==> src/logic/tlis_pkg.sv <==
/*
  Shared constants and types of the tone line isolation sequencer.
  Assumes a 20 MHz system clock and a 32,768 Hz crystal square wave on a pin.
*/
package tlis_pkg;

  // ==========================================================
  // crystal time base
  localparam int XTAL_HZ        = 32768;
  localparam int DIV_W          = 15;
  localparam int WINDOW_MS      = 500;
  localparam int WINDOW_TICKS   = XTAL_HZ * WINDOW_MS / 1000;
  localparam int WIN_W          = 14;
  localparam int TB_SLOW_HZ     = 8;
  localparam int TB_SLOW_BIT    = $clog2(XTAL_HZ / TB_SLOW_HZ) - 1;

  // ==========================================================
  // tone discrimination
  localparam int BAND_HZ        = 10;
  localparam int DEF_NOMINAL_HZ = 2713;
  localparam int TONE_W         = 13;

  // ==========================================================
  // sequencing periods
  localparam int SAMPLE_MS      = 4500;
  localparam int SAMPLE_WINDOWS = SAMPLE_MS / WINDOW_MS;
  localparam int SAMP_W         = 4;
  localparam int DISC_MS        = 20000;
  localparam int DISC_TICKS     = DISC_MS / WINDOW_MS;
  localparam int DISC_W         = 6;

  // ==========================================================
  // output pulse widths, in crystal ticks
  localparam int PULSE_W        = 13;
  localparam int VI_PULSE_MS    = 125;
  localparam int VI_TICKS       = XTAL_HZ * VI_PULSE_MS / 1000;
  localparam int DTO_PULSE_MS   = 125;
  localparam int DTO_TICKS      = XTAL_HZ * DTO_PULSE_MS / 1000;
  localparam int RELAY_PULSE_US = 3900;
  localparam int RELAY_TICKS    = (XTAL_HZ * RELAY_PULSE_US + 999999) / 1000000;

  // ==========================================================
  // types
  typedef struct packed {
    logic ext_reset;
    logic crystal;
    logic tone;
    logic freq_en;
    logic disc_en;
  } tlis_in_s;

  localparam int IN_W = $bits(tlis_in_s);

  typedef enum logic [1:0] {
    ST_DETECT,
    ST_DISCONNECT,
    ST_WAIT
  } tlis_mode_e;

endpackage

==> src/logic/tlis_sequencer.sv <==
/*
  Digital part of a tone-activated line isolation sequencer: crystal divider,
  half-second tone discriminator, sample-interval and disconnect timers,
  relay and time-base outputs.
  Assumes the crystal arrives as a square wave on crystal_in and the tone as a
  squared-up digital signal; mask options are the module parameters.
*/
// Overview of operation
// Tone is judged every half-second window; valid_frequency_out goes high on good window.
// A good window holds nominal frequency within plus or minus 10 Hz.
// Valid windows run the sample timer; 4.5 s of continuous tone is required.
// A bad window clears the sample timer and detection starts afresh.
// Completed sample interval gives a 125 ms high pulse on interval_valid_out.
// Disconnect timer enable rising edge starts a 2 Hz timer of 20 seconds.
// Disconnect timer expiry gives a high pulse on disconnect_timeout_out.
// All timing comes from the 32,768 Hz crystal through a binary divider.
// Time base output is the crystal clock or 8 Hz, by option.
// Frequency detector enable acts on its rising edge only.
// Disconnect timer enable also stops frequency detection during disconnect.
// After 4.5 s of valid tone, set relay pulses high for 3.9 ms.
// Second relay output pulses 3.9 ms at expiry, or stays high for 20 s.
// In reset-relay option the second relay output pulses at power-up.
// High external reset returns the whole circuit to its initial state.
// In level option, disconnect enable sets a latch driving the relay level high.
// Frequency detector enable clears that latch and returns the circuit to idle.
// Outside wiring joins interval-valid to disconnect enable, timeout to detector enable.
// valid_frequency_out drops after any window with tone outside the band.
// Both timers count synchronously on divided crystal ticks.
`timescale 1ns/1ps
module tlis_sequencer
  import tlis_pkg::*;
#(
  parameter int   NOMINAL_HZ    = tlis_pkg::DEF_NOMINAL_HZ,
  parameter logic RELAY_LEVEL   = 1'b1,
  parameter logic TIMEBASE_FAST = 1'b0
)
(
  input  wire logic mclk,
  input  wire logic rst_n,
  input  wire logic crystal_in,
  input  wire logic digital_tone_in,
  input  wire logic freq_detector_enable,
  input  wire logic disconnect_timer_enable,
  input  wire logic ext_reset,
  output logic      crystal_out,
  output logic      time_base_out,
  output logic      valid_frequency_out,
  output logic      interval_valid_out,
  output logic      disconnect_timeout_out,
  output logic      set_relay_out,
  output logic      relay_b_out
);

  // ==========================================================
  // accepted edge counts per half-second window
  localparam int BAND_LO = ((NOMINAL_HZ - BAND_HZ) * WINDOW_MS + 999) / 1000;
  localparam int BAND_HI = ((NOMINAL_HZ + BAND_HZ) * WINDOW_MS) / 1000;
  localparam logic [TONE_W-1:0]  CNT_LO    = TONE_W'(BAND_LO);
  localparam logic [TONE_W-1:0]  CNT_HI    = TONE_W'(BAND_HI);
  localparam logic [TONE_W-1:0]  CNT_MAX   = '1;
  localparam logic [WIN_W-1:0]   WIN_LAST  = WIN_W'(WINDOW_TICKS - 1);
  localparam logic [SAMP_W-1:0]  SAMP_LAST = SAMP_W'(SAMPLE_WINDOWS - 1);
  localparam logic [DISC_W-1:0]  DISC_LAST = DISC_W'(DISC_TICKS - 1);
  localparam logic [PULSE_W-1:0] VI_LEN    = PULSE_W'(VI_TICKS);
  localparam logic [PULSE_W-1:0] DTO_LEN   = PULSE_W'(DTO_TICKS);
  localparam logic [PULSE_W-1:0] RLY_LEN   = PULSE_W'(RELAY_TICKS);
  // power-up pulse only exists in the pulse option
  localparam logic [PULSE_W-1:0] RB_INIT   = RELAY_LEVEL ? '0 : RLY_LEN;

  // ==========================================================
  // input synchronisation
  tlis_in_s pins;
  tlis_in_s lvl;
  tlis_in_s rise;

  assign pins = '{ext_reset: ext_reset, crystal: crystal_in, tone: digital_tone_in,
                  freq_en: freq_detector_enable, disc_en: disconnect_timer_enable};

  tlis_sync_edge u_sync (
    .mclk  (mclk),
    .rst_n (rst_n),
    .pins  (pins),
    .level (lvl),
    .rise  (rise)
  );

  logic tick;
  logic clr;

  assign tick = rise.crystal;
  assign clr  = lvl.ext_reset;

  // ==========================================================
  // crystal divider and tone edge counter
  logic [DIV_W-1:0]  div;
  logic [TONE_W-1:0] tone_cnt;
  logic [DIV_W-1:0]  next_div;
  logic [TONE_W-1:0] next_tone_cnt;
  logic              win_end;
  logic [TONE_W-1:0] win_total;
  logic              in_band;

  always_comb
  begin
    win_end   = tick && (div[WIN_W-1:0] == WIN_LAST);
    win_total = tone_cnt;
    if (rise.tone && tone_cnt != CNT_MAX)
    begin
      win_total = tone_cnt + TONE_W'(1);
    end
    in_band = (win_total >= CNT_LO) && (win_total <= CNT_HI);
    next_div      = div;
    next_tone_cnt = win_total;
    if (clr)
    begin
      next_div      = '0;
      next_tone_cnt = '0;
    end
    else
    begin
      if (tick)
      begin
        next_div = div + DIV_W'(1);
      end
      if (win_end)
      begin
        next_tone_cnt = '0;
      end
    end
  end

  always_ff @(posedge mclk or negedge rst_n)
  begin
    if (!rst_n)
    begin
      div      <= '0;
      tone_cnt <= '0;
    end
    else
    begin
      div      <= next_div;
      tone_cnt <= next_tone_cnt;
    end
  end

  // ==========================================================
  // sequencer
  tlis_mode_e         mode;
  logic [SAMP_W-1:0]  samp_cnt;
  logic [DISC_W-1:0]  disc_cnt;
  logic [PULSE_W-1:0] vi_cnt;
  logic [PULSE_W-1:0] dto_cnt;
  logic [PULSE_W-1:0] set_cnt;
  logic [PULSE_W-1:0] rb_cnt;
  logic               vf;
  tlis_mode_e         next_mode;
  logic [SAMP_W-1:0]  next_samp_cnt;
  logic [DISC_W-1:0]  next_disc_cnt;
  logic [PULSE_W-1:0] next_vi_cnt;
  logic [PULSE_W-1:0] next_dto_cnt;
  logic [PULSE_W-1:0] next_set_cnt;
  logic [PULSE_W-1:0] next_rb_cnt;
  logic               next_vf;

  always_comb
  begin
    next_mode     = mode;
    next_samp_cnt = samp_cnt;
    next_disc_cnt = disc_cnt;
    next_vf       = vf;
    next_vi_cnt   = vi_cnt;
    next_dto_cnt  = dto_cnt;
    next_set_cnt  = set_cnt;
    next_rb_cnt   = rb_cnt;
    // pulse widths are counted in crystal ticks, not mclk cycles
    if (tick)
    begin
      if (vi_cnt != '0) next_vi_cnt = vi_cnt - PULSE_W'(1);
      if (dto_cnt != '0) next_dto_cnt = dto_cnt - PULSE_W'(1);
      if (set_cnt != '0) next_set_cnt = set_cnt - PULSE_W'(1);
      if (rb_cnt != '0) next_rb_cnt = rb_cnt - PULSE_W'(1);
    end
    if (clr)
    begin
      next_mode     = ST_DETECT;
      next_samp_cnt = '0;
      next_disc_cnt = '0;
      next_vf       = 1'b0;
      next_vi_cnt   = '0;
      next_dto_cnt  = '0;
      next_set_cnt  = '0;
      next_rb_cnt   = RB_INIT;
    end
    else if (rise.disc_en)
    begin
      // a new edge restarts a running disconnect period
      next_mode     = ST_DISCONNECT;
      next_disc_cnt = '0;
      next_samp_cnt = '0;
      next_vf       = 1'b0;
    end
    else if (rise.freq_en)
    begin
      next_mode     = ST_DETECT;
      next_samp_cnt = '0;
      next_disc_cnt = '0;
      next_vf       = 1'b0;
    end
    else
    begin
      unique case (mode)
        ST_DETECT:
        begin
          if (win_end)
          begin
            next_vf = in_band;
            if (!in_band)
            begin
              next_samp_cnt = '0;
            end
            else if (samp_cnt == SAMP_LAST)
            begin
              next_samp_cnt = '0;
              next_vi_cnt   = VI_LEN;
              next_set_cnt  = RLY_LEN;
            end
            else
            begin
              next_samp_cnt = samp_cnt + SAMP_W'(1);
            end
          end
        end
        ST_DISCONNECT:
        begin
          // window ends are the 2 Hz ticks
          if (win_end)
          begin
            if (disc_cnt == DISC_LAST)
            begin
              next_mode     = ST_WAIT;
              next_disc_cnt = '0;
              next_dto_cnt  = DTO_LEN;
              if (!RELAY_LEVEL)
              begin
                next_rb_cnt = RLY_LEN;
              end
            end
            else
            begin
              next_disc_cnt = disc_cnt + DISC_W'(1);
            end
          end
        end
        ST_WAIT:
        begin
          // detection stays off until the detector enable edge returns
          next_vf = 1'b0;
        end
        default:
        begin
          next_mode = ST_DETECT;
        end
      endcase
    end
  end

  always_ff @(posedge mclk or negedge rst_n)
  begin
    if (!rst_n)
    begin
      mode     <= ST_DETECT;
      samp_cnt <= '0;
      disc_cnt <= '0;
      vf       <= 1'b0;
      vi_cnt   <= '0;
      dto_cnt  <= '0;
      set_cnt  <= '0;
      rb_cnt   <= RB_INIT;
    end
    else
    begin
      mode     <= next_mode;
      samp_cnt <= next_samp_cnt;
      disc_cnt <= next_disc_cnt;
      vf       <= next_vf;
      vi_cnt   <= next_vi_cnt;
      dto_cnt  <= next_dto_cnt;
      set_cnt  <= next_set_cnt;
      rb_cnt   <= next_rb_cnt;
    end
  end

  // ==========================================================
  // output flops
  logic next_crystal_out;
  logic next_time_base;
  logic next_rb_out;

  always_comb
  begin
    next_crystal_out = ~lvl.crystal;
    next_time_base   = TIMEBASE_FAST ? lvl.crystal : div[TB_SLOW_BIT];
    next_rb_out      = RELAY_LEVEL ? (next_mode == ST_DISCONNECT)
                                   : (next_rb_cnt != '0);
  end

  always_ff @(posedge mclk or negedge rst_n)
  begin
    if (!rst_n)
    begin
      crystal_out            <= 1'b1;
      time_base_out          <= 1'b0;
      valid_frequency_out    <= 1'b0;
      interval_valid_out     <= 1'b0;
      disconnect_timeout_out <= 1'b0;
      set_relay_out          <= 1'b0;
      relay_b_out            <= 1'b0;
    end
    else
    begin
      crystal_out            <= next_crystal_out;
      time_base_out          <= next_time_base;
      valid_frequency_out    <= next_vf;
      interval_valid_out     <= (next_vi_cnt != '0);
      disconnect_timeout_out <= (next_dto_cnt != '0);
      set_relay_out          <= (next_set_cnt != '0);
      relay_b_out            <= next_rb_out;
    end
  end

endmodule

==> src/logic/tlis_sync_edge.sv <==
/*
  Two-stage synchroniser with rising-edge detect for the pin inputs.
  Assumes inputs are slow against mclk (crystal is the fastest, 32,768 Hz).
*/
`timescale 1ns/1ps
module tlis_sync_edge
  import tlis_pkg::*;
(
  input  wire logic                mclk,
  input  wire logic                rst_n,
  input  wire tlis_pkg::tlis_in_s  pins,
  output tlis_pkg::tlis_in_s       level,
  output tlis_pkg::tlis_in_s       rise
);

  logic [IN_W-1:0] meta;
  logic [IN_W-1:0] stable;
  logic [IN_W-1:0] last;
  logic [IN_W-1:0] next_meta;
  logic [IN_W-1:0] next_stable;
  logic [IN_W-1:0] next_last;

  // ==========================================================
  // stages; only the second and third stages feed any logic
  always_comb
  begin
    next_meta   = pins;
    next_stable = meta;
    next_last   = stable;
  end

  always_ff @(posedge mclk or negedge rst_n)
  begin
    if (!rst_n)
    begin
      meta   <= '0;
      stable <= '0;
      last   <= '0;
    end
    else
    begin
      meta   <= next_meta;
      stable <= next_stable;
      last   <= next_last;
    end
  end

  assign level = tlis_in_s'(stable);
  assign rise  = tlis_in_s'(stable & ~last);

endmodule

==> config.mk <==
export PLATFORM = sky130hd
export DESIGN_NAME = tlis_sequencer
export DESIGN_NICKNAME = d
export VERILOG_FILES = /design/src/logic/tlis_pkg.sv /design/src/logic/tlis_sequencer.sv /design/src/logic/tlis_sync_edge.sv
export SDC_FILE = /design/constraint.sdc
export NUM_CORES = 1
export LEC_CHECK = 0
export BUFFER_PORTS_ARGS = -buffer_cell sky130_fd_sc_hd__buf_2
export CAP_MARGIN = 20
export CORE_ASPECT_RATIO = 1.2
export CORE_MARGIN = 2
export CORE_UTILIZATION = 41
export CTS_BUF_LIST = sky130_fd_sc_hd__clkbuf_8 sky130_fd_sc_hd__clkbuf_16
export CTS_CLUSTER_DIAMETER = 80
export DETAILED_ROUTE_END_ITERATION = 7
export GPL_TIMING_DRIVEN = 1
export PLACE_DENSITY = 0.62
export SLEW_MARGIN = 20
export SYNTH_ARGS = -nofsm -noshare
export SYNTH_HDL_FRONTEND = slang
export SYNTH_HIERARCHICAL = 1
export SYNTH_SLANG_ARGS = --single-unit
==> constraint.sdc <==
create_clock -name mclk -period 5.7 [get_ports mclk]
set_input_delay 0.855 -clock mclk [delete_from_list [all_inputs] [get_ports mclk]]
set_output_delay 0.855 -clock mclk [all_outputs]
set_load 0.1 [all_outputs]
* Yosys cells after proc, flatten, opt, wreduce, memory -nomap -nowiden *
Index checks and enable logic that the tools add are counted.
Widths: inputs -> output; s select.

storage, ports and cells
  input bits = 7
  output and inout bits = 7
  register bits after elaboration = 100

cells by class
  reduce and logical (&&, ||, !) cells = 19
  mux-type cells = 55
  add/subtract/negate cells = 7
  magnitude comparators = 2
  equal/unequal tests = 8
  bitwise gates (word level) = 3

operators by type and width
  kind                   number
  $mux 13                29
  $reduce_bool 13->1     6
  $sub 13x1->13 const B  3
  $mux 6                 6
  $mux 15                2
  $mux 4                 7
  $add 15x1->15 const B  1
  $eq 14x14->1 const B   1
  $add 13x1->13 const B  1
  $ge 13x11->1 const B   1
  $le 13x11->1 const B   1
  $ne 13x13->1 const B   1
  $reduce_bool 4->1      3
  $mux 2                 5
  $add 6x1->6 const B    1
  $eq 6x6->1 const B     1
  $reduce_and 2->1       3
  $ne 5x4->1 const B     1
  $reduce_bool 5->1      1
  $add 4x1->4 const B    1
  $and 4x4->4            1
  $eq 2x1->1 const B     2
  $eq 4x4->1 const B     1
  $mux 1                 4
  other kinds (9)        11

* Longest topological paths before layout *
Gate-level depths: netlist of run 1.

  depth after elaboration = 13
  depth in mapped cells = 9

* Cells and area by module *
The synthesis of run 1 kept the hierarchy.

by module, submodules not included
  module          area each (µm²)  instances  cells each  seq. area each (µm²)
  tlis_sequencer  4792.1           1          522         2128.3
  tlis_sync_edge  444.2            1          20          375.4

* Least setup slack after synthesis of run 1 *
OpenSTA, ideal clock, no wires.

  path kind = reg-to-reg
  from = register vi_cnt[0]
  to = register interval_valid_out
  setup time = 145 ps
  buffers on the path = 1
  cell stages (with the launch flop) = 10
  data required time = 5555 ps
  arrival time = 2263 ps
  path slack = 3292 ps
  period minus slack after synthesis = 2408 ps
  cell sequence = dfrtp_1 > inv_1 > ha_1 > buf_2 > or4bb_1 > a2111oi_0 > nand3_1 > nor2_1 > and4_4 > a41oi_2

between the ends
  word-level cells in the longest chain between the ends = 11
  elaborated cells on any way between the ends = 12

RTL lines
  what                                                        line                   source
  from (decl)                                                 tlis_sequencer.sv:151  logic [PULSE_W-1:0] vi_cnt;
  from (signal assigned)                                      tlis_sequencer.sv:286  vi_cnt <= next_vi_cnt;
  $sub 13x1->13 / $reduce_bool 13->1 (equally long branches)  tlis_sequencer.sv:178  if (vi_cnt != '0) next_vi_cnt = vi_cnt - PULSE_W'(1);
  $mux 13                                                     tlis_sequencer.sv:178
  $mux 13 *                                                   tlis_sequencer.sv:176  if (tick)
  $mux 13                                                     tlis_sequencer.sv:221  else if (samp_cnt == SAMP_LAST)
  $mux 13                                                     tlis_sequencer.sv:217  if (!in_band)
  $mux 13                                                     tlis_sequencer.sv:214  if (win_end)
  $mux 13                                                     tlis_sequencer.sv:211  unique case (mode)
  $mux 13                                                     tlis_sequencer.sv:202  else if (rise.freq_en)
  $mux 13 *                                                   tlis_sequencer.sv:194  else if (rise.disc_en)
  $mux 13 *                                                   tlis_sequencer.sv:183  if (clr)
  $reduce_bool 13->1 *                                        tlis_sequencer.sv:324  interval_valid_out <= (next_vi_cnt != '0);
  to (signal assigned)                                        tlis_sequencer.sv:324
  to (decl)                                                   tlis_sequencer.sv:48   output logic interval_valid_out,

Mark *: on every way between the ends. The rest lies on a longest branch, timed or not.
A chain may end at the register's enable or synchronous reset.

==> run summary, run 1 <==
## Layout
* **proportion of layout cells with a drive suffix above 1** 0.101
* **# nets final** 562
* **number of inserted diodes** 0
* **growth of design area from synthesis to finish** 9.39%

## Floorplan
* **count of boundary I/O pins** 14
* **initial core utilization** 0.416
* **horizontal die dimension** 107 µm
* **die area** 13,600 µm²
* **core box area** 12,500 µm²
* **Die H** 127 µm
* **FP Rows** 45

## GRT
* **via count of the first global-routing pass** 3,886
* **number of antenna violations at the first check in global routing** 0
* **global route overflow** 0
* **wire length of the first global-routing pass** 17,800 µm
* **combined global-route utilization of all metal layers** 0.160
* **largest net degree at the start of global routing** 74

## Synth
* **Yosys warning total** 6
* **post-synthesis net count** 555
* **average cell area after synthesis** 9.62 µm²
* **synthesized cell area** 5200 µm²
* **gate count after technology mapping** 540

## Setup path
* **Data arrival, critical path** 3510 ps
* **cells traversed along the worst timing path** nor2b_4 > nand4_2 > or4_1 > a2111oi_2 > a41o_1 > nor2_1
* **largest fanout on the critical path** 27
* **delay-heaviest family, CP** simple AND/OR/NAND/NOR gates
* **Worst setup startpoint** u_sync/level[3]
* **R2R depth** 6
* **startpoint of the worst register-to-register path** u_sync/level[3]
* **register-to-register setup slack** 2380 ps
* **cell with the largest stage delay on the worst path** sky130_fd_sc_hd__a41o_1
* **destination of the worst register-to-register timing path** vi_cnt[10]
* **slowest cell delay on critical path** 870 ps
* **Setup Crit Path Kind** reg2reg
* **Worst setup EP type** flop
* **buffers and inverters on the worst path** 0
* **required time of the critical path** 5890 ps
* **type of element launching the critical path** flop

## Route
* **total number of vias** 3,986
* **Detailed Route Iter0 Violations** 192
* **total detailed-routing wirelength** 10,300 µm
* **number of vias per cell** 5.57
* **average wire per standard cell** 14.4 µm
* **drt first pass iters** 4
* **DRC** 0
* **antenna viol nets, final** 0

## Clock network
* **cell at the root of the clock tree** sky130_fd_sc_hd__clkbuf_16
* **H-Tree Depth** 3
* **number of buffers between clock root and the deepest sink** 2
* **total clock buffers created by CTS** 9
* **hold buffer count at cts** 0
* **number of instances resized during post-cts repair** 0
* **number of sinks driven by the clock tree** 99
* **CTS tree** done
* **insertion delay of the later-clocked pin in the worst-skew pair** 350 ps
* **buffers inserted by post-CTS timing repair** 0
* **Clock Pin Slew Worst Setup and Hold Paths** 60 ps

## Power
* **power per cell area** 249 nW/µm²
* **Seq pwr share** 0.507
* **fraction of power consumed by the clock network** 0.448
* **leakage dissipation** 2.44 nW
* **Int Pwr** 1.09 mW
* **Worst IR Drop VDD** 0.000143 V
* **switching component of the power** 0.324 mW
* **power share of the combinational group** 0.044
* **switching power as a share of total power** 0.229

## Run
* **# Max-Cap Violations** 0

## STA
* **fin crit period** 3320 ps
* **relative slew slack** 0.358
* **Setup TNS Final** 0 ps
* **worst-case clock skew** 9.18 ps
* **max-slew violation total from the final report** 0
* **RSZ-0062 raised after global routing** false
* **final setup violation count** 0
* **fin crit share** 0.583
* **Min Hold Slack** 347 ps
* **number of failing hold endpoints at the final stage** 0
* **fmax** 301 MHz
* **Least-Margin Pin Slew** 962 ps

## Placement
* **Placer Congestion** 0.818
* **dpl hpwl** 7000 µm
* **Port Buf Inserts** 13

## Min path
* **number of instances on the worst hold path** 0
* **worst min-delay path category** reg2reg
* **endpoint of the worst hold path** u_sync/level[2]
* **Worst Min Path Start** u_sync/meta[2]

## Outcome
* **result of the run** finished, final reports clean

-- power groups by stage --
stage | Combinational, mW | Clock (mW) | Sequential [mW]
after floorplan | 0.0334 | 0 | 0.738
after global placement | 0.0635 | 0 | 0.732
after detailed placement | 0.0646 | 0 | 0.732
after CTS | 0.0649 | 0.656 | 0.719
after global routing | 0.0711 | 0.676 | 0.720
final | 0.0628 | 0.635 | 0.719
-- flip-flops by register name, summed over array words and instances, names as in the netlist --
| signal | flops |
|---|---|
| crystal_out | 1 |
| set_cnt | 13 |
| disconnect_timeout_out | 1 |
| u_sync/meta | 5 |
| div | 14 |
| mode | 2 |
| interval_valid_out | 1 |
| tone_cnt | 13 |
| time_base_out | 1 |
| valid_frequency_out | 1 |
| set_relay_out | 1 |
| vi_cnt | 13 |
| u_sync/level | 5 |
| samp_cnt | 4 |
| relay_b_out | 1 |
| u_sync/last | 4 |
| dto_cnt | 13 |
| disc_cnt | 6 |
-- metrics by stage --
step                      std cells  setup slack (ps)  area, µm²   util  total power, mW
after floorplan                 540              3290       5200      -            0.771
after global placement          700              2530       5370  0.430            0.796
after detailed placement        700              2380       5370  0.430            0.797
after CTS                       716              2370       5690  0.455             1.44
after global routing            716              2140       5690  0.455             1.47
final                           716              2380       5690  0.455             1.42
-- worst max path at each step --
stage / end / slack (ps) / depth (start not counted)
2_1_floorplan: interval_valid_out / 3290 / 9
3_3_place_gp: vi_cnt[10] / 2530 / 6
3_5_place_dp: vi_cnt[10] / 2380 / 6
4_1_cts: vi_cnt[10] / 2370 / 6
5_1_grt: set_cnt[6] / 2140 / 6
6_report: vi_cnt[10] / 2380 / 6
-- area by class of cell --
class / instances / area, µm²
inverters: 15 / 56.3
multi-input cells: 408 / 2560
clock buffers: 11 / 253
repair buffers: 14 / 75.1
flip-flops and latches: 99 / 2480
clock inverters: 5 / 61.3
fillers: 1228 / 6810
well taps: 164 / 205
-- cells in the final DEF (no fill, tap or decap), types with 3 or more instances in the layout --
cell type	instances
sky130_fd_sc_hd__a311oi_1	3
sky130_fd_sc_hd__dfrtp_1	98
sky130_fd_sc_hd__nor2_1	84
sky130_fd_sc_hd__nor4_1	11
sky130_fd_sc_hd__xnor2_1	19
sky130_fd_sc_hd__a2111oi_0	4
sky130_fd_sc_hd__nor3_1	19
sky130_fd_sc_hd__nand2_1	46
sky130_fd_sc_hd__nor3b_1	5
sky130_fd_sc_hd__clkbuf_16	9
sky130_fd_sc_hd__nand4b_1	4
sky130_fd_sc_hd__and2_1	3
sky130_fd_sc_hd__nor2b_1	4
sky130_fd_sc_hd__inv_1	15
sky130_fd_sc_hd__o21ai_0	15
sky130_fd_sc_hd__nand3_1	15
sky130_fd_sc_hd__a211oi_1	3
sky130_fd_sc_hd__a21oi_1	34
sky130_fd_sc_hd__mux2i_1	4
sky130_fd_sc_hd__xor2_1	17
sky130_fd_sc_hd__o31ai_1	3
sky130_fd_sc_hd__and3_1	5
sky130_fd_sc_hd__a22o_1	3
sky130_fd_sc_hd__nand4_1	17
sky130_fd_sc_hd__ha_1	8
sky130_fd_sc_hd__clkinv_4	3
sky130_fd_sc_hd__buf_2	12
sky130_fd_sc_hd__or3_1	12
sky130_fd_sc_hd__nor2b_4	4
sky130_fd_sc_hd__or4_1	4
-- per-layer routing --
layer | wire length, µm | share of wire | global-route usage
met3 | 226 | 0.022 | 0.0276
met4 | 220 | 0.021 | 0.0764
met5 | 0 | 0 | 0
met1 | 4890 | 0.48 | 0.207
met2 | 4950 | 0.48 | 0.262
No activity file was read; power rests on OpenSTA's default activity.
==> run 2: changes to the inputs <==
Clock period 5.7 ns to 3.3 ns, I/O delays scaled along.
==> run summary, run 2 (synthesis gave the netlist of run 1 again) <==
## Outcome
* **result of the run** finished, final reports clean

## Placement
* **placed cell area** 5410 µm²
* **Port Buf Inserts** 13
* **worst-case setup slack after placement** 672 ps
* **Placer Congestion** 0.780
* **dpl hpwl** 7030 µm

## STA
* **Setup TNS Final** 0 ps
* **relative slew slack** 0.520
* **Least-Margin Pin Slew** 714 ps
* **RSZ-0062 raised after global routing** false
* **final setup violation count** 0
* **worst-case clock skew** 10.9 ps
* **setup slack after layout** 546 ps
* **Min Hold Slack** 172 ps
* **fin crit share** 0.835
* **number of failing hold endpoints at the final stage** 0
* **fmax** 363 MHz
* **fin crit period** 2750 ps
* **max-slew violation total from the final report** 0

## Setup path
* **required time of the critical path** 3560 ps
* **largest fanout on the critical path** 6
* **Data arrival, critical path** 3020 ps
* **type of element launching the critical path** flop
* **Worst setup EP type** flop
* **Setup Crit Path Kind** reg2reg

## GRT
* **wire length of the first global-routing pass** 18,000 µm
* **largest net degree at the start of global routing** 51
* **combined global-route utilization of all metal layers** 0.164
* **number of antenna violations at the first check in global routing** 0
* **global route overflow** 0
* **via count of the first global-routing pass** 3,856

## Power
* **switching component of the power** 0.544 mW
* **Worst IR Drop VDD** 0.000230 V
* **leakage dissipation** 2.47 nW
* **power per cell area** 424 nW/µm²
* **Tot Pwr** 2.43 mW
* **power share of the combinational group** 0.049
* **switching power as a share of total power** 0.224
* **Int Pwr** 1.88 mW
* **Seq pwr share** 0.510
* **fraction of power consumed by the clock network** 0.442

## Floorplan
* **core box area** 12,500 µm²
* **die area** 13,600 µm²
* **count of boundary I/O pins** 14
* **Die H** 127 µm
* **initial core utilization** 0.416
* **FP Rows** 45
* **horizontal die dimension** 107 µm

## Clock network
* **CTS tree** done
* **H-Tree Depth** 3
* **insertion delay of the later-clocked pin in the worst-skew pair** 360 ps
* **buffers inserted by post-CTS timing repair** 0
* **number of buffers between clock root and the deepest sink** 2
* **hold buffer count at cts** 0
* **number of sinks driven by the clock tree** 99
* **total clock buffers created by CTS** 9
* **number of instances resized during post-cts repair** 0
* **Clock Pin Slew Worst Setup and Hold Paths** 70 ps
* **cell at the root of the clock tree** sky130_fd_sc_hd__clkbuf_16

## Layout
* **leading cell type in the layout, fill and taps excluded** sky130_fd_sc_hd__dfrtp_1
* **number of inserted diodes** 0
* **growth of design area from synthesis to finish** 10.1%
* **proportion of layout cells with a drive suffix above 1** 0.104
* **Layout Cell Area excl Fill** 5720 µm²
* **number of filler instances in the final layout** 1,209
* **# nets final** 566
* **register ranked first by flip-flop count** div
* **number of flip-flops under the largest register name** 14
* **most frequent cells in the layout** sky130_fd_sc_hd__dfrtp_1, sky130_fd_sc_hd__nor2_1, sky130_fd_sc_hd__nand2_1

## Route
* **number of vias per cell** 5.57
* **total number of vias** 4,010
* **Detailed Route Iter0 Violations** 185
* **total detailed-routing wirelength** 10,400 µm
* **antenna viol nets, final** 0
* **DRC** 0
* **average wire per standard cell** 14.4 µm
* **drt first pass iters** 4

## Run
* **# Max-Cap Violations** 0

## Min path
* **worst min-delay path category** in2async

run 2: cell count changes in the layout (fill, tap and decap cells not counted), sizes merged:
cell      change
clkinvlp      +1
buf           +4
clkinv        -3
inv           +2
run 2: path summary, 6_finish.rpt:
check                                     from              end  slack [ps]  cells past startpoint
worst max-delay path               tone_cnt[1]    set_relay_out         550                      6
worst min-delay path                     rst_n      set_cnt[11]         170                      1
worst max register to register     tone_cnt[1]    set_relay_out         550                      6
worst min register to register  u_sync/meta[2]  u_sync/level[2]         350                      0
max in group asynchronous                rst_n      crystal_out        2390                      2
min in group mclk                   crystal_in   u_sync/meta[3]         240                      1
run 2: metal layers:
layer | wire, µm | part of all wire | vias to the layer above | GRT usage
li1 | - | - | 1981 | -
met4 | 313 | 0.030 | 0 | 0.0894
met1 | 4730 | 0.46 | 1957 | 0.208
met5 | 0 | 0 | - | 0
met2 | 5040 | 0.49 | 54 | 0.266
met3 | 277 | 0.027 | 18 | 0.0291
run 2: worst max-delay path: stages (launching register included):
cell and delay [ps]:
sky130_fd_sc_hd__dfrtp_1 400, sky130_fd_sc_hd__ha_1 270, sky130_fd_sc_hd__nand4_1 280, sky130_fd_sc_hd__or3_1 440, sky130_fd_sc_hd__a2111oi_0 620, sky130_fd_sc_hd__nand4_1 370, sky130_fd_sc_hd__a41oi_1 280
run 2: through the flow:
stage,utilization,instances
2_1_floorplan,-,540
3_3_place_gp,0.433,704
3_5_place_dp,0.433,704
4_1_cts,0.458,720
5_1_grt,0.458,720
6_report,0.458,720
run 2: cell type report:
class                           count  area, µm²  share of cell area
Clock buffer                       11        253              0.0442
Clock inverter                      5       53.8             0.00941
Inverter                           15       56.3             0.00984
Multi-Input combinational cell    408       2560               0.447
Sequential cell                    99       2480               0.433
Tap cell                          164        205              0.0359
Timing Repair Buffer               18        118              0.0206
run 2: power by group through the flow:
stage          clock [mW]  combinational [mW]  sequential, mW
2_1_floorplan           0              0.0576            1.27
3_3_place_gp            0               0.119            1.26
3_5_place_dp            0               0.121            1.26
4_1_cts              1.10               0.121            1.24
5_1_grt              1.16               0.132            1.24
6_report             1.07               0.118            1.24
==> run 3: changes to the inputs <==
Settings changed: PLACE_DENSITY 0.62 to 0.64.
Clock period 3.3 ns to 2.25 ns, I/O delays scaled along.
==> run summary, run 3 (synthesis gave the netlist of run 1 again) <==
## Power
* **Tot Pwr** 3.70 mW
* **leakage dissipation** 2.87 nW
* **power per cell area** 570 nW/µm²
* **Worst IR Drop VDD** 0.000380 V

## Layout
* **number of flip-flops under the largest register name** 14
* **fin cells** 790
* **most frequent cells in the layout** sky130_fd_sc_hd__dfrtp_1, sky130_fd_sc_hd__nor2_1, sky130_fd_sc_hd__buf_4
* **Layout Cell Area excl Fill** 6490 µm²
* **growth of design area from synthesis to finish** 25.0%
* **number of inserted diodes** 0
* **leading cell type in the layout, fill and taps excluded** sky130_fd_sc_hd__dfrtp_1
* **proportion of layout cells with a drive suffix above 1** 0.248
* **# nets final** 636
* **register ranked first by flip-flop count** div
* **core utilization of the finished layout** 0.520

## Setup path
* **buffers and inverters on the worst path** 1
* **Setup Crit Path Kind** reg2reg
* **delay-heaviest family, CP** simple AND/OR/NAND/NOR gates
* **path length in cells of the critical path** 8
* **cells traversed along the worst timing path** nor2b_4 > buf_6 > or4b_4 > or3_4 > or3_4 > a21oi_2 > nor2_1 > o2111ai_1
* **slowest cell delay on critical path** 470 ps
* **R2R depth** 8
* **type of element launching the critical path** flop
* **required time of the critical path** 2510 ps
* **cell with the largest stage delay on the worst path** sky130_fd_sc_hd__or4b_4
* **Data arrival, critical path** 2580 ps
* **Worst setup EP type** flop
* **largest fanout on the critical path** 8
* **most prevalent standard cell on the critical path** sky130_fd_sc_hd__or3_4

## Clock network
* **number of buffers between clock root and the deepest sink** 2
* **total clock buffers created by CTS** 9
* **cell at the root of the clock tree** sky130_fd_sc_hd__clkbuf_16
* **Clock Pin Slew Worst Setup and Hold Paths** 70 ps
* **insertion delay of the later-clocked pin in the worst-skew pair** 350 ps
* **H-Tree Depth** 3
* **CTS tree** done
* **number of sinks driven by the clock tree** 99

## Floorplan
* **FP Rows** 45
* **horizontal die dimension** 107 µm
* **die area** 13,600 µm²
* **Die H** 127 µm
* **core box area** 12,500 µm²
* **initial core utilization** 0.416
* **count of boundary I/O pins** 14

## GRT
* **number of antenna violations at the first check in global routing** 0
* **combined global-route utilization of all metal layers** 0.175
* **wire length of the first global-routing pass** 19,200 µm
* **via count of the first global-routing pass** 4,195
* **largest net degree at the start of global routing** 45
* **global route overflow** 0

## Placement
* **dpl hpwl** 7820 µm
* **Port Buf Inserts** 13
* **Placer Congestion** 0.844
* **placed cell area** 5950 µm²
* **total instance count after detailed placement** 769

## Route
* **drt first pass iters** 4
* **number of vias per cell** 5.50
* **total detailed-routing wirelength** 11,300 µm
* **average wire per standard cell** 14.2 µm
* **total number of vias** 4,342
* **antenna viol nets, final** 0
* **met3 WL post-DR** 364 µm
* **wire length on met2** 5580 µm
* **highest signal layer in the routed design** met4
* **DRC** 0
* **wire length on met1** 5050 µm
* **Detailed Route Iter0 Violations** 198

## STA
* **RSZ-0062 raised after global routing** true
* **fmax** 432 MHz
* **final setup violation count** 5
* **relative slew slack** 0.675
* **worst-case clock skew** 7.40 ps
* **Least-Margin Pin Slew** 484 ps
* **fin crit share** 1.03
* **max-slew violation total from the final report** 0
* **setup slack after layout** -62.2 ps
* **number of failing hold endpoints at the final stage** 0
* **fin crit period** 2310 ps

## Outcome
* **failing checks** negative setup slack
* **result of the run** finished, violations left

## Min path
* **number of instances on the worst hold path** 1
* **worst min-delay path category** in2reg

## Run
* **# Max-Cap Violations** 0

[run 3: cell count changes in the layout (fill, tap and decap cells not counted), moves of 3 or more]
cell / previous run / this run
sky130_fd_sc_hd__a2111oi_0: 4 / 1
sky130_fd_sc_hd__a2111oi_4: 0 / 3
sky130_fd_sc_hd__buf_4: 5 / 70
sky130_fd_sc_hd__inv_1: 17 / 14
sky130_fd_sc_hd__or3_1: 12 / 9
sky130_fd_sc_hd__or3_4: 1 / 4
sky130_fd_sc_hd__or4_1: 4 / 1
sky130_fd_sc_hd__or4_4: 2 / 5
[run 3: worst paths after layout]
check,to,from,slack (ps)
max,disconnect_timeout_out,u_sync/last[3],-60
max reg2reg,disconnect_timeout_out,u_sync/last[3],-60
min in group asynchronous,disc_cnt[4],rst_n,490
min reg2reg,u_sync/level[1],u_sync/meta[1],350
max in group asynchronous,crystal_out,rst_n,1070
min,u_sync/meta[4],ext_reset,90
[run 3: layer usage]
layer / vias up / track usage
met5: - / 0
met4: 0 / 0.0909
met3: 16 / 0.0245
met2: 73 / 0.292
met1: 2135 / 0.220
li1: 2118 / -
[run 3: final cells by class]
cell class,instances,area [µm²]
multi-input combinational,408,2750
inverter,15,56.3
sequential,99,2480
tap,164,205
clock buffer,10,239
clock inverter,6,88.8
timing repair buffer,88,678
fill,1133,6000
[run 3: timing repair]
item	CTS	global route
setup endpoints to repair	32	34
gates resized for setup	14	22
hold buffers	1	0
pin swaps	2	12
hold endpoints to repair	34	0
setup buffers	2	2
[run 3: per-stage QoR]
step                      hold slack, ps  setup WS, ps  setup TNS, ps
after floorplan                     41.9          -104           -104
after global placement               325         -67.4           -546
after detailed placement             333          -106          -1380
after CTS                           77.0         -32.2          -65.7
after global routing                82.0          -121          -2140
final                               92.5         -62.2           -130
[run 3: power by group]
part	switching, mW	internal, mW	total, mW
clock	0.669	1.00	1.67
sequential	0.0129	1.80	1.81
combinational	0.138	0.0792	0.217
total	0.820	2.88	3.70
